===== src/rtl/sdc_defs.svh =====
// constants for the synthesizer divider configuration loader
`ifndef SDC_DEFS_SVH
`define SDC_DEFS_SVH
// ==========================================================
// field widths
`define SDC_M_W 9
`define SDC_N_W 2
`define SDC_T_W 2
`define SDC_CNT_W 4
// output divide ratio is the select code plus this base
`define SDC_N_BASE 4'h3
// observe routing codes
`define SDC_T_LOW 2'h0
`define SDC_T_SDATA 2'h1
`define SDC_T_FB 2'h2
`define SDC_T_FOUT 2'h3
// ==========================================================
// reset values of the loaded configuration
`define SDC_M_RST 9'h019
`define SDC_N_RST 2'h1
`define SDC_T_RST 2'h0
// ==========================================================
// register bus
`define SDC_AW 12
`define SDC_DW 32
`define SDC_OFF_CTRL 12'h000
`define SDC_OFF_STATUS 12'h004
`define SDC_OFF_SHIFT 12'h008
`define SDC_CTRL_SOFT_RST 0
`define SDC_RESP_OKAY 2'h0
`define SDC_RESP_SLVERR 2'h2
`endif


===== src/rtl/sdc_pkg.sv =====
// types shared by the divider configuration loader
`include "sdc_defs.svh"
package sdc_pkg;
  // ========================================================
  // one configuration frame, also the serial shift order
  typedef struct packed {
    logic [`SDC_T_W-1:0] t;
    logic [`SDC_N_W-1:0] n;
    logic [`SDC_M_W-1:0] m;
  } sdc_frame_type;

  // read-only status word
  typedef struct packed {
    logic [`SDC_DW-`SDC_M_W-`SDC_N_W-`SDC_T_W-3:0] rsvd;
    logic bypass;
    logic par_mode;
    logic [`SDC_T_W-1:0] t;
    logic [`SDC_N_W-1:0] n;
    logic [`SDC_M_W-1:0] m;
  } sdc_status_type;

  // ========================================================
  // axi4-lite request and response bundles
  typedef struct packed {
    logic awvalid;
    logic [`SDC_AW-1:0] awaddr;
    logic wvalid;
    logic [`SDC_DW-1:0] wdata;
    logic [`SDC_DW/8-1:0] wstrb;
    logic bready;
    logic arvalid;
    logic [`SDC_AW-1:0] araddr;
    logic rready;
  } sdc_axi_req_type;

  typedef struct packed {
    logic awready;
    logic wready;
    logic bvalid;
    logic [1:0] bresp;
    logic arready;
    logic rvalid;
    logic [`SDC_DW-1:0] rdata;
    logic [1:0] rresp;
  } sdc_axi_rsp_type;

  // ========================================================
  // output divider state
  typedef struct packed {
    logic [`SDC_CNT_W-1:0] cnt;
    logic clk_true;
    logic clk_comp;
  } sdc_div_state_type;
endpackage : sdc_pkg


===== src/rtl/sdc_out_div.sv =====
// fifty percent duty output divider counting half periods
`include "sdc_defs.svh"
module sdc_out_div #(
  parameter int SEL_W = `SDC_N_W,
  parameter int CNT_W = `SDC_CNT_W
) (
  input wire logic core_clk_i,
  input wire logic sys_rst_i,
  input wire logic div_rst_i,
  input wire logic half_tick_i,
  input wire logic [SEL_W-1:0] ratio_sel_i,
  output logic clk_true_o,
  output logic clk_comp_o
);
  // ========================================================
  // ratio decode
  logic [CNT_W-1:0] half;
  logic [CNT_W-1:0] period;
  sdc_pkg::sdc_div_state_type s;
  sdc_pkg::sdc_div_state_type n;

  // counting half periods makes odd ratios symmetric too
  always_comb begin
    half = CNT_W'(CNT_W'(ratio_sel_i) + `SDC_N_BASE);
    period = CNT_W'(half + half);
    n = s;
    if (div_rst_i) begin
      n.cnt = '0;
    end else if (half_tick_i) begin
      // ratio may shrink mid-period, so wrap on >= not ==
      if (s.cnt >= CNT_W'(period - 1'b1)) begin
        n.cnt = '0;
      end else begin
        n.cnt = CNT_W'(s.cnt + 1'b1);
      end
    end
    n.clk_true = !div_rst_i && (n.cnt < half);
    n.clk_comp = !n.clk_true;
  end

  // state register
  always_ff @(posedge core_clk_i or posedge sys_rst_i) begin
    if (sys_rst_i) begin
      s <= '{cnt: '0, clk_true: 1'b0, clk_comp: 1'b1};
    end else begin
      s <= n;
    end
  end

  assign clk_true_o = s.clk_true;
  assign clk_comp_o = s.clk_comp;
endmodule : sdc_out_div


===== src/rtl/sdc_loader.sv =====
// divider configuration loader with parallel and serial load
`include "sdc_defs.svh"
// Behaviour
// - reset high: true outputs low, complements high
// - reset low: dividers run, outputs enabled
// - reset leaves loaded configuration untouched
// - reference select high crystal, low test clock
// - parallel mode passes pins, observe low
// - parallel load rise latches pins
// - serial clock rise shifts serial data
// - serial load rise transfers shift register
// - serial load fall keeps values in effect
// - no serial clock edge: shift register holds
// - serial load high passes data each clock
// - feedback value is nine-bit unsigned binary
// - select codes give divide three to six
// - bypass input picks pll or bypass path
// - two output pairs from the output divider
// - test bits route the observe output
// - output clock has fifty percent duty
// - vco is reference times feedback value; here a stand-in toggling each core cycle in pll mode, tied to neither
module sdc_loader (
  input wire logic core_clk_i,
  input wire logic sys_rst_i,
  input wire sdc_pkg::sdc_axi_req_type axi_req_i,
  output sdc_pkg::sdc_axi_rsp_type axi_rsp_o,
  input wire logic divider_reset_i,
  input wire logic parallel_load_low_i,
  input wire logic [`SDC_M_W-1:0] feedback_divide_bits_i,
  input wire logic output_divide_select_low_i,
  input wire logic output_divide_select_high_i,
  input wire logic serial_clock_i,
  input wire logic serial_data_i,
  input wire logic serial_load_i,
  input wire logic reference_source_select_i,
  input wire logic pll_bypass_select_i,
  input wire logic crystal_in_i,
  input wire logic alt_ref_clock_i,
  output logic crystal_out_o,
  output logic clock_out_true_a_o,
  output logic clock_out_comp_a_o,
  output logic clock_out_true_b_o,
  output logic clock_out_comp_b_o,
  output logic observe_o
);
  // ========================================================
  // state
  typedef struct packed {
    sdc_pkg::sdc_frame_type shift;
    sdc_pkg::sdc_frame_type cfg;
    logic pl_prev;
    logic sl_prev;
    logic sc_prev;
    logic ref_prev;
    logic vco_phase;
    logic [`SDC_M_W-1:0] fb_cnt;
    logic fb_out;
    logic observe;
    logic xtal_out;
    logic soft_rst;
    logic div_rst;
    logic half_tick;
    logic awready;
    logic wready;
    logic bvalid;
    logic [1:0] bresp;
    logic arready;
    logic rvalid;
    logic [1:0] rresp;
    logic [`SDC_DW-1:0] rdata;
  } sdc_state_type;

  localparam sdc_pkg::sdc_frame_type CFG_RST = '{
    t: `SDC_T_RST, n: `SDC_N_RST, m: `SDC_M_RST};

  sdc_state_type s;
  sdc_state_type n;
  logic fout_a;
  logic fout_a_comp;
  logic fout_b;
  logic fout_b_comp;

  // ========================================================
  // configuration, reference and observe logic
  logic pl_rise;
  logic sl_rise;
  logic sl_fall;
  logic sc_rise;
  logic ref_now;
  logic ref_edge;
  sdc_pkg::sdc_frame_type pin_f;
  sdc_pkg::sdc_frame_type shifted;
  sdc_pkg::sdc_status_type st;
  logic [`SDC_AW-1:0] wa;
  logic [`SDC_AW-1:0] ra;

  always_comb begin
    n = s;
    pl_rise = parallel_load_low_i && !s.pl_prev;
    sl_rise = serial_load_i && !s.sl_prev;
    sl_fall = !serial_load_i && s.sl_prev;
    sc_rise = serial_clock_i && !s.sc_prev;
    n.pl_prev = parallel_load_low_i;
    n.sl_prev = serial_load_i;
    n.sc_prev = serial_clock_i;
    pin_f.t = s.cfg.t;
    pin_f.n = {output_divide_select_high_i, output_divide_select_low_i};
    pin_f.m = feedback_divide_bits_i;
    // first bit in ends up in the top test bit after 13 clocks
    shifted = {s.shift[$bits(s.shift)-2:0], serial_data_i};
    // the divider reset never enters this branch on purpose
    if (!parallel_load_low_i) begin
      n.cfg = pin_f;
    end else if (pl_rise && !serial_load_i) begin
      n.cfg = pin_f;
    end else begin
      if (sc_rise) begin
        n.shift = shifted;
      end else begin
        n.shift = s.shift;
      end
      if (serial_load_i && sc_rise) begin
        n.cfg = shifted;
      end else if (sl_rise) begin
        n.cfg = s.shift;
      end else if (sl_fall) begin
        n.cfg = s.cfg;
      end
    end

    // reference source and its edges, both counted as half ticks
    ref_now = reference_source_select_i ? crystal_in_i
                                        : alt_ref_clock_i;
    n.ref_prev = ref_now;
    ref_edge = ref_now ^ s.ref_prev;
    n.xtal_out = !crystal_in_i;
    // vco stand-in ticks every other core cycle
    n.half_tick = pll_bypass_select_i ? 1'b1 : ref_edge;
    n.div_rst = divider_reset_i || s.soft_rst;
    if (s.div_rst) begin
      n.vco_phase = 1'b0;
      n.fb_cnt = '0;
      n.fb_out = 1'b0;
    end else if (pll_bypass_select_i) begin
      n.vco_phase = !s.vco_phase;
      // feedback count of vco ticks; lock means m ticks per ref
      if (s.vco_phase) begin
        if (`SDC_M_W'(s.fb_cnt + 1'b1) >= s.cfg.m) begin
          n.fb_cnt = '0;
        end else begin
          n.fb_cnt = `SDC_M_W'(s.fb_cnt + 1'b1);
        end
      end
      n.fb_out = n.fb_cnt < (s.cfg.m >> 1);
    end

    // observe routing, forced low in parallel mode
    if (!parallel_load_low_i) begin
      n.observe = 1'b0;
    end else begin
      unique case (s.cfg.t)
        `SDC_T_LOW: n.observe = 1'b0;
        `SDC_T_SDATA: n.observe = serial_data_i;
        `SDC_T_FB: n.observe = s.fb_out;
        `SDC_T_FOUT: n.observe = fout_a;
      endcase
    end

    // ======================================================
    // axi4-lite slave; one write and one read in flight
    wa = {axi_req_i.awaddr[`SDC_AW-1:2], 2'h0};
    ra = {axi_req_i.araddr[`SDC_AW-1:2], 2'h0};
    st.rsvd = '0;
    st.bypass = !pll_bypass_select_i;
    st.par_mode = !parallel_load_low_i;
    st.t = s.cfg.t;
    st.n = s.cfg.n;
    st.m = s.cfg.m;
    n.awready = 1'b0;
    n.wready = 1'b0;
    n.arready = 1'b0;
    if (s.bvalid && axi_req_i.bready) begin
      n.bvalid = 1'b0;
    end
    if (s.awready && axi_req_i.awvalid && axi_req_i.wvalid) begin
      n.bvalid = 1'b1;
      n.bresp = `SDC_RESP_OKAY;
      if (wa == `SDC_OFF_CTRL) begin
        if (axi_req_i.wstrb[0]) begin
          n.soft_rst = axi_req_i.wdata[`SDC_CTRL_SOFT_RST];
        end
      end else begin
        // status words are read only
        n.bresp = `SDC_RESP_SLVERR;
      end
    end else if (axi_req_i.awvalid && axi_req_i.wvalid
                 && !s.bvalid && !s.awready) begin
      n.awready = 1'b1;
      n.wready = 1'b1;
    end
    if (s.rvalid && axi_req_i.rready) begin
      n.rvalid = 1'b0;
    end
    if (s.arready && axi_req_i.arvalid) begin
      n.rvalid = 1'b1;
      n.rresp = `SDC_RESP_OKAY;
      if (ra == `SDC_OFF_CTRL) begin
        n.rdata = `SDC_DW'(s.soft_rst);
      end else if (ra == `SDC_OFF_STATUS) begin
        n.rdata = st;
      end else if (ra == `SDC_OFF_SHIFT) begin
        n.rdata = `SDC_DW'(s.shift);
      end else begin
        n.rdata = '0;
        n.rresp = `SDC_RESP_SLVERR;
      end
    end else if (axi_req_i.arvalid && !s.rvalid && !s.arready) begin
      n.arready = 1'b1;
    end
  end

  // state register; only the system reset loads the reset configuration
  // strobe history starts high so no false parallel latch follows reset
  always_ff @(posedge core_clk_i or posedge sys_rst_i) begin
    if (sys_rst_i) begin
      s <= '{cfg: CFG_RST, pl_prev: 1'b1, default: '0};
    end else begin
      s <= n;
    end
  end

  // ========================================================
  // two independent output dividers on the same settings
  sdc_out_div u_div_a (
    .core_clk_i(core_clk_i),
    .sys_rst_i(sys_rst_i),
    .div_rst_i(s.div_rst),
    .half_tick_i(s.half_tick),
    .ratio_sel_i(s.cfg.n),
    .clk_true_o(fout_a),
    .clk_comp_o(fout_a_comp)
  );

  sdc_out_div u_div_b (
    .core_clk_i(core_clk_i),
    .sys_rst_i(sys_rst_i),
    .div_rst_i(s.div_rst),
    .half_tick_i(s.half_tick),
    .ratio_sel_i(s.cfg.n),
    .clk_true_o(fout_b),
    .clk_comp_o(fout_b_comp)
  );

  // outputs straight from flops
  assign clock_out_true_a_o = fout_a;
  assign clock_out_comp_a_o = fout_a_comp;
  assign clock_out_true_b_o = fout_b;
  assign clock_out_comp_b_o = fout_b_comp;
  assign crystal_out_o = s.xtal_out;
  assign observe_o = s.observe;
  assign axi_rsp_o = '{awready: s.awready, wready: s.wready,
    bvalid: s.bvalid, bresp: s.bresp, arready: s.arready,
    rvalid: s.rvalid, rdata: s.rdata, rresp: s.rresp};
endmodule : sdc_loader


===== config.mk =====
export PLATFORM = sky130hd
export DESIGN_NAME = sdc_loader
export DESIGN_NICKNAME = d
export VERILOG_FILES = /design/src/rtl/sdc_pkg.sv /design/src/rtl/sdc_out_div.sv /design/src/rtl/sdc_loader.sv
export VERILOG_INCLUDE_DIRS = /design/src /design/src/rtl
export SDC_FILE = /design/constraint.sdc
export NUM_CORES = 1
export LEC_CHECK = 0
export BUFFER_PORTS_ARGS = -buffer_cell sky130_fd_sc_hd__buf_2
export CORE_MARGIN = 8
export CORE_UTILIZATION = 47
export CTS_BUF_LIST = sky130_fd_sc_hd__clkbuf_4 sky130_fd_sc_hd__clkbuf_8 sky130_fd_sc_hd__clkbuf_16
export DETAILED_ROUTE_END_ITERATION = 10
export GPL_TIMING_DRIVEN = 0
export PLACE_DENSITY_LB_ADDON = 0.2
export SLEW_MARGIN = 20
export SYNTH_ARGS = -nofsm -noshare
export SYNTH_HDL_FRONTEND = slang
export SYNTH_SLANG_ARGS = --single-unit

===== constraint.sdc =====
create_clock -name core_clk_i -period 3.92 [get_ports core_clk_i]
set_input_delay 0.784 -clock core_clk_i [delete_from_list [all_inputs] [get_ports core_clk_i]]
set_output_delay 0.784 -clock core_clk_i [all_outputs]
set_load 0.02 [all_outputs]

==> flow_summary_export.csv <==
group,metric,value,unit
status,status,"complete, no violations",
clock_network,clk_latency,0.35,ns
drt,drc,0,
power,power.total,2.11,mW
clock_network,cts.sinks,79,
worst_setup_path,cp_max_fo,6,
timing,timing.fmax,263,MHz
grt,grt_usage,0.176,
final_layout,utilization,0.596,
worst_hold_path,hp-class,"primary input to asynchronous set/reset pin",
yosys,ys_warn_count,0,
floorplanning,start_util,0.478,
floorplanning,fp.coreArea,9680,sq um
worst_setup_path,r2r_end,"s[46]",
worst_setup_path,required,4.16,ns
worst_setup_path,reg2reg_from,"s[48]",
timing,finalCritPeriodShare,0.970,
place,dp_hpwl,8.48,mm
yosys,synth_edf_count,0,
timing,layout_min_cycle_time,3.80,ns
worst_setup_path,rrSetupSlack,0.12,ns
floorplanning,die_w,115,um
worst_setup_path,start_kind,"flop",
final_layout,nNetsFinal,707,
yosys,synth_seq_cells,79,
drt,vias,3792,
worst_setup_path,crit_slowest_cell,"or4b_4",
timing,timing.setup.tns,0,ns
timing,tightestPinTransition,0.816,ns
final_layout,diodes,0,
worst_setup_path,rr_worst_depth,17,
final_layout,syn_to_final_growth,24.6,%
grt,antenna_found_initial,0,
floorplanning,num_rows,36,
timing,relSlewSlack,0.455,
clock_network,htreeDepth,3,
final_layout,drive_gt1_frac,0.358,
clock_network,cts_buffers,9,
timing,setup_viol_count_final,0,
drt,routed_via_density,5.22,
yosys,synth-seq-area-share,0.429,
timing,hold_viol_final,0,
power,ir_drop,0.295,mV
yosys,postSynthCellCount,469,
power,powerDensity,365,nW/um^2
run,cap_violations,0,
worst_setup_path,crit_path_frequent_cell,"ha_4",
clock_network,hold_buffers,0,
floorplanning,dieHeight,115,um
yosys,syn_area_per_cell,9.88,sq um
worst_setup_path,crit_path_cell_trace,"ha_4 -> nand3_4 -> nor3_4 -> xnor2_2 -> inv_2 -> ha_4 -> and4_4 -> nand2_4 -> o211a_4 -> buf_4 -> buf_4 -> a32o_2 -> ha_4 -> or4b_4 -> a21oi_2 -> o21ai_1 -> a22o_1",
timing,holdWs,0.389,ns
yosys,synth_async_sr_flop_share,1.00,
worst_setup_path,crit_start,"s[48]",
power,cellLeakagePower,2.92,nW
place,globalplace.congestion,0.836,
grt,overflow,0,
drt,dr.pass1.iters,4,
floorplanning,die_area,13300,sq um
drt,routed_wl,11.4,mm
worst_setup_path,path_class,"flop to flop",
timing,final_max_slew_viol_count,0,
worst_setup_path,endpoint_kind,"flop",
place,portBuffers,76,
timing,skew,0.0168,ns
drt,drt-initial-drc-count,133,
grt,grt_pass1_wl,18.5,mm
yosys,netlist_area,4630,sq um
clock_network,cts_tree,"yes",
final_layout,layout_commonest_cell,"buf_2",
grt,grt_pass1_vias,3791,
drt,route.detailed.wl_per_inst,15.7,um
drt,final_antenna_net_count,0,
worst_setup_path,cp_slowest_stage_delay,0.47,ns
clock_network,clk_path_buf_depth,2,
floorplanning,num_io_pins,134,
worst_setup_path,cp-endpoint,"s[46]",
worst_setup_path,cp.arrival,4.04,ns
clock_network,cts.clk_slew.worst_paths,0.09,ns
yosys,ys.flop_type,"dfrtp_1",
final_layout,fill_cells,858,
clock_network,clock-root-buffer,"clkbuf_8",
final_layout,layout_common_cells,"buf_2, dfrtp_1, buf_4",
grt,grt_max_degree,59,
yosys,ys_types,52,
per-stage QoR:
stage / setup slack [ns] / cell area, sq um / cells
final: 0.117 / 5770 / 726
after CTS: 0.00138 / 5580 / 716
after detailed placement: -0.579 / 5280 / 697
after global routing: -0.0283 / 5770 / 726
after global placement: -0.478 / 5250 / 696
after floorplan: 0.0461 / 4700 / 487
worst max-delay path, delay by kind of cell, from the launching register on:
family	cells	cell delay [ns]
AND/OR/NAND/NOR	5	1.08
buffers and inverters	3	0.35
flip-flops	1	0.40
XOR/XNOR	1	0.17
adder cells (fa/ha/maj)	3	0.73
AO/OA/AOI/OAI	5	0.95
Yosys cell counts (10+ instances only):
cell / n / share of area
dfrtp_1: 72 / 0.39
nand2_1: 45 / 0.036
buf_4: 43 / 0.070
o21ai_0: 37 / 0.040
ha_1: 31 / 0.084
a22oi_1: 26 / 0.042
nor2_1: 26 / 0.021
inv_1: 18 / 0.015
mux2_2: 18 / 0.044
a21oi_1: 17 / 0.018
mux2i_1: 15 / 0.032
clkbuf_1: 10 / 0.0081
logic make-up after synthesis:
logic type      after synthesis  share of synthesized area
compound gates              111                      0.157
simple gates                122                      0.127
fa+ha+maj                    31                     0.0837
flops                        79                      0.429
other cells                   1                   0.000809
mux                          33                     0.0762
xor+xnor                     15                     0.0284
buf+inv                      77                     0.0988
flip-flops by register name (all words and copies together), names as in the netlist:
register and flops:
u_div_b.s 4, observe_o 1, pin_f 2, crystal_out_o 1, u_div_b.clk_comp_o 1, s 42, u_div_a.clk_true_o 1, u_div_a.clk_comp_o 1
u_div_b.clk_true_o 1, u_div_a.s 4, axi_rsp_o 21
power by group:
part	leakage (nW)	internal [mW]	total, mW	switching (mW)
Clock	0.110	0.370	0.660	0.290
Sequential	1.02	0.904	0.995	0.0901
Combinational	1.79	0.207	0.453	0.246
layer usage:
| metal | share of wire | wire length, um | vias up | GRT usage |
|---|---|---|---|---|
| li1 | - | - | 1851 | - |
| met1 | 0.43 | 4910 | 1823 | 0.225 |
| met2 | 0.50 | 5690 | 110 | 0.296 |
| met3 | 0.060 | 688 | 8 | 0.0389 |
| met4 | 0.0085 | 97 | 0 | 0.0447 |
| met5 | 0 | 0 | - | 0 |
area by class of cell:
class	instances	area (sq um)	share of cell area
Inverter	18	70.1	0.0121
Clock buffer	11	139	0.0241
Tap cell	133	166	0.0288
Multi-Input combinational cell	331	2420	0.420
Buffer	58	392	0.0678
Clock inverter	4	73.8	0.0128
Timing Repair Buffer	92	520	0.0902
Sequential cell	79	1990	0.344
worst min path at each step:
| stage | start | cells after the start | end |
|---|---|---|---|
| after global placement | axi_rsp_o[38] | 1 | axi_rsp_o[40] |
| after detailed placement | axi_rsp_o[38] | 1 | axi_rsp_o[40] |
| after global routing | sys_rst_i | 2 | s[53] |
| after floorplan | axi_rsp_o[38] | 1 | axi_rsp_o[40] |
| final | sys_rst_i | 2 | s[56] |
| after CTS | sys_rst_i | 2 | s[56] |
what timing repair did:
item	4_1_cts	5_1_grt
gates resized for setup	11	27
setup endpoints to repair	1	1
pin swaps	3	12
setup buffers	5	10
No activity file was read; power rests on OpenSTA's default activity.
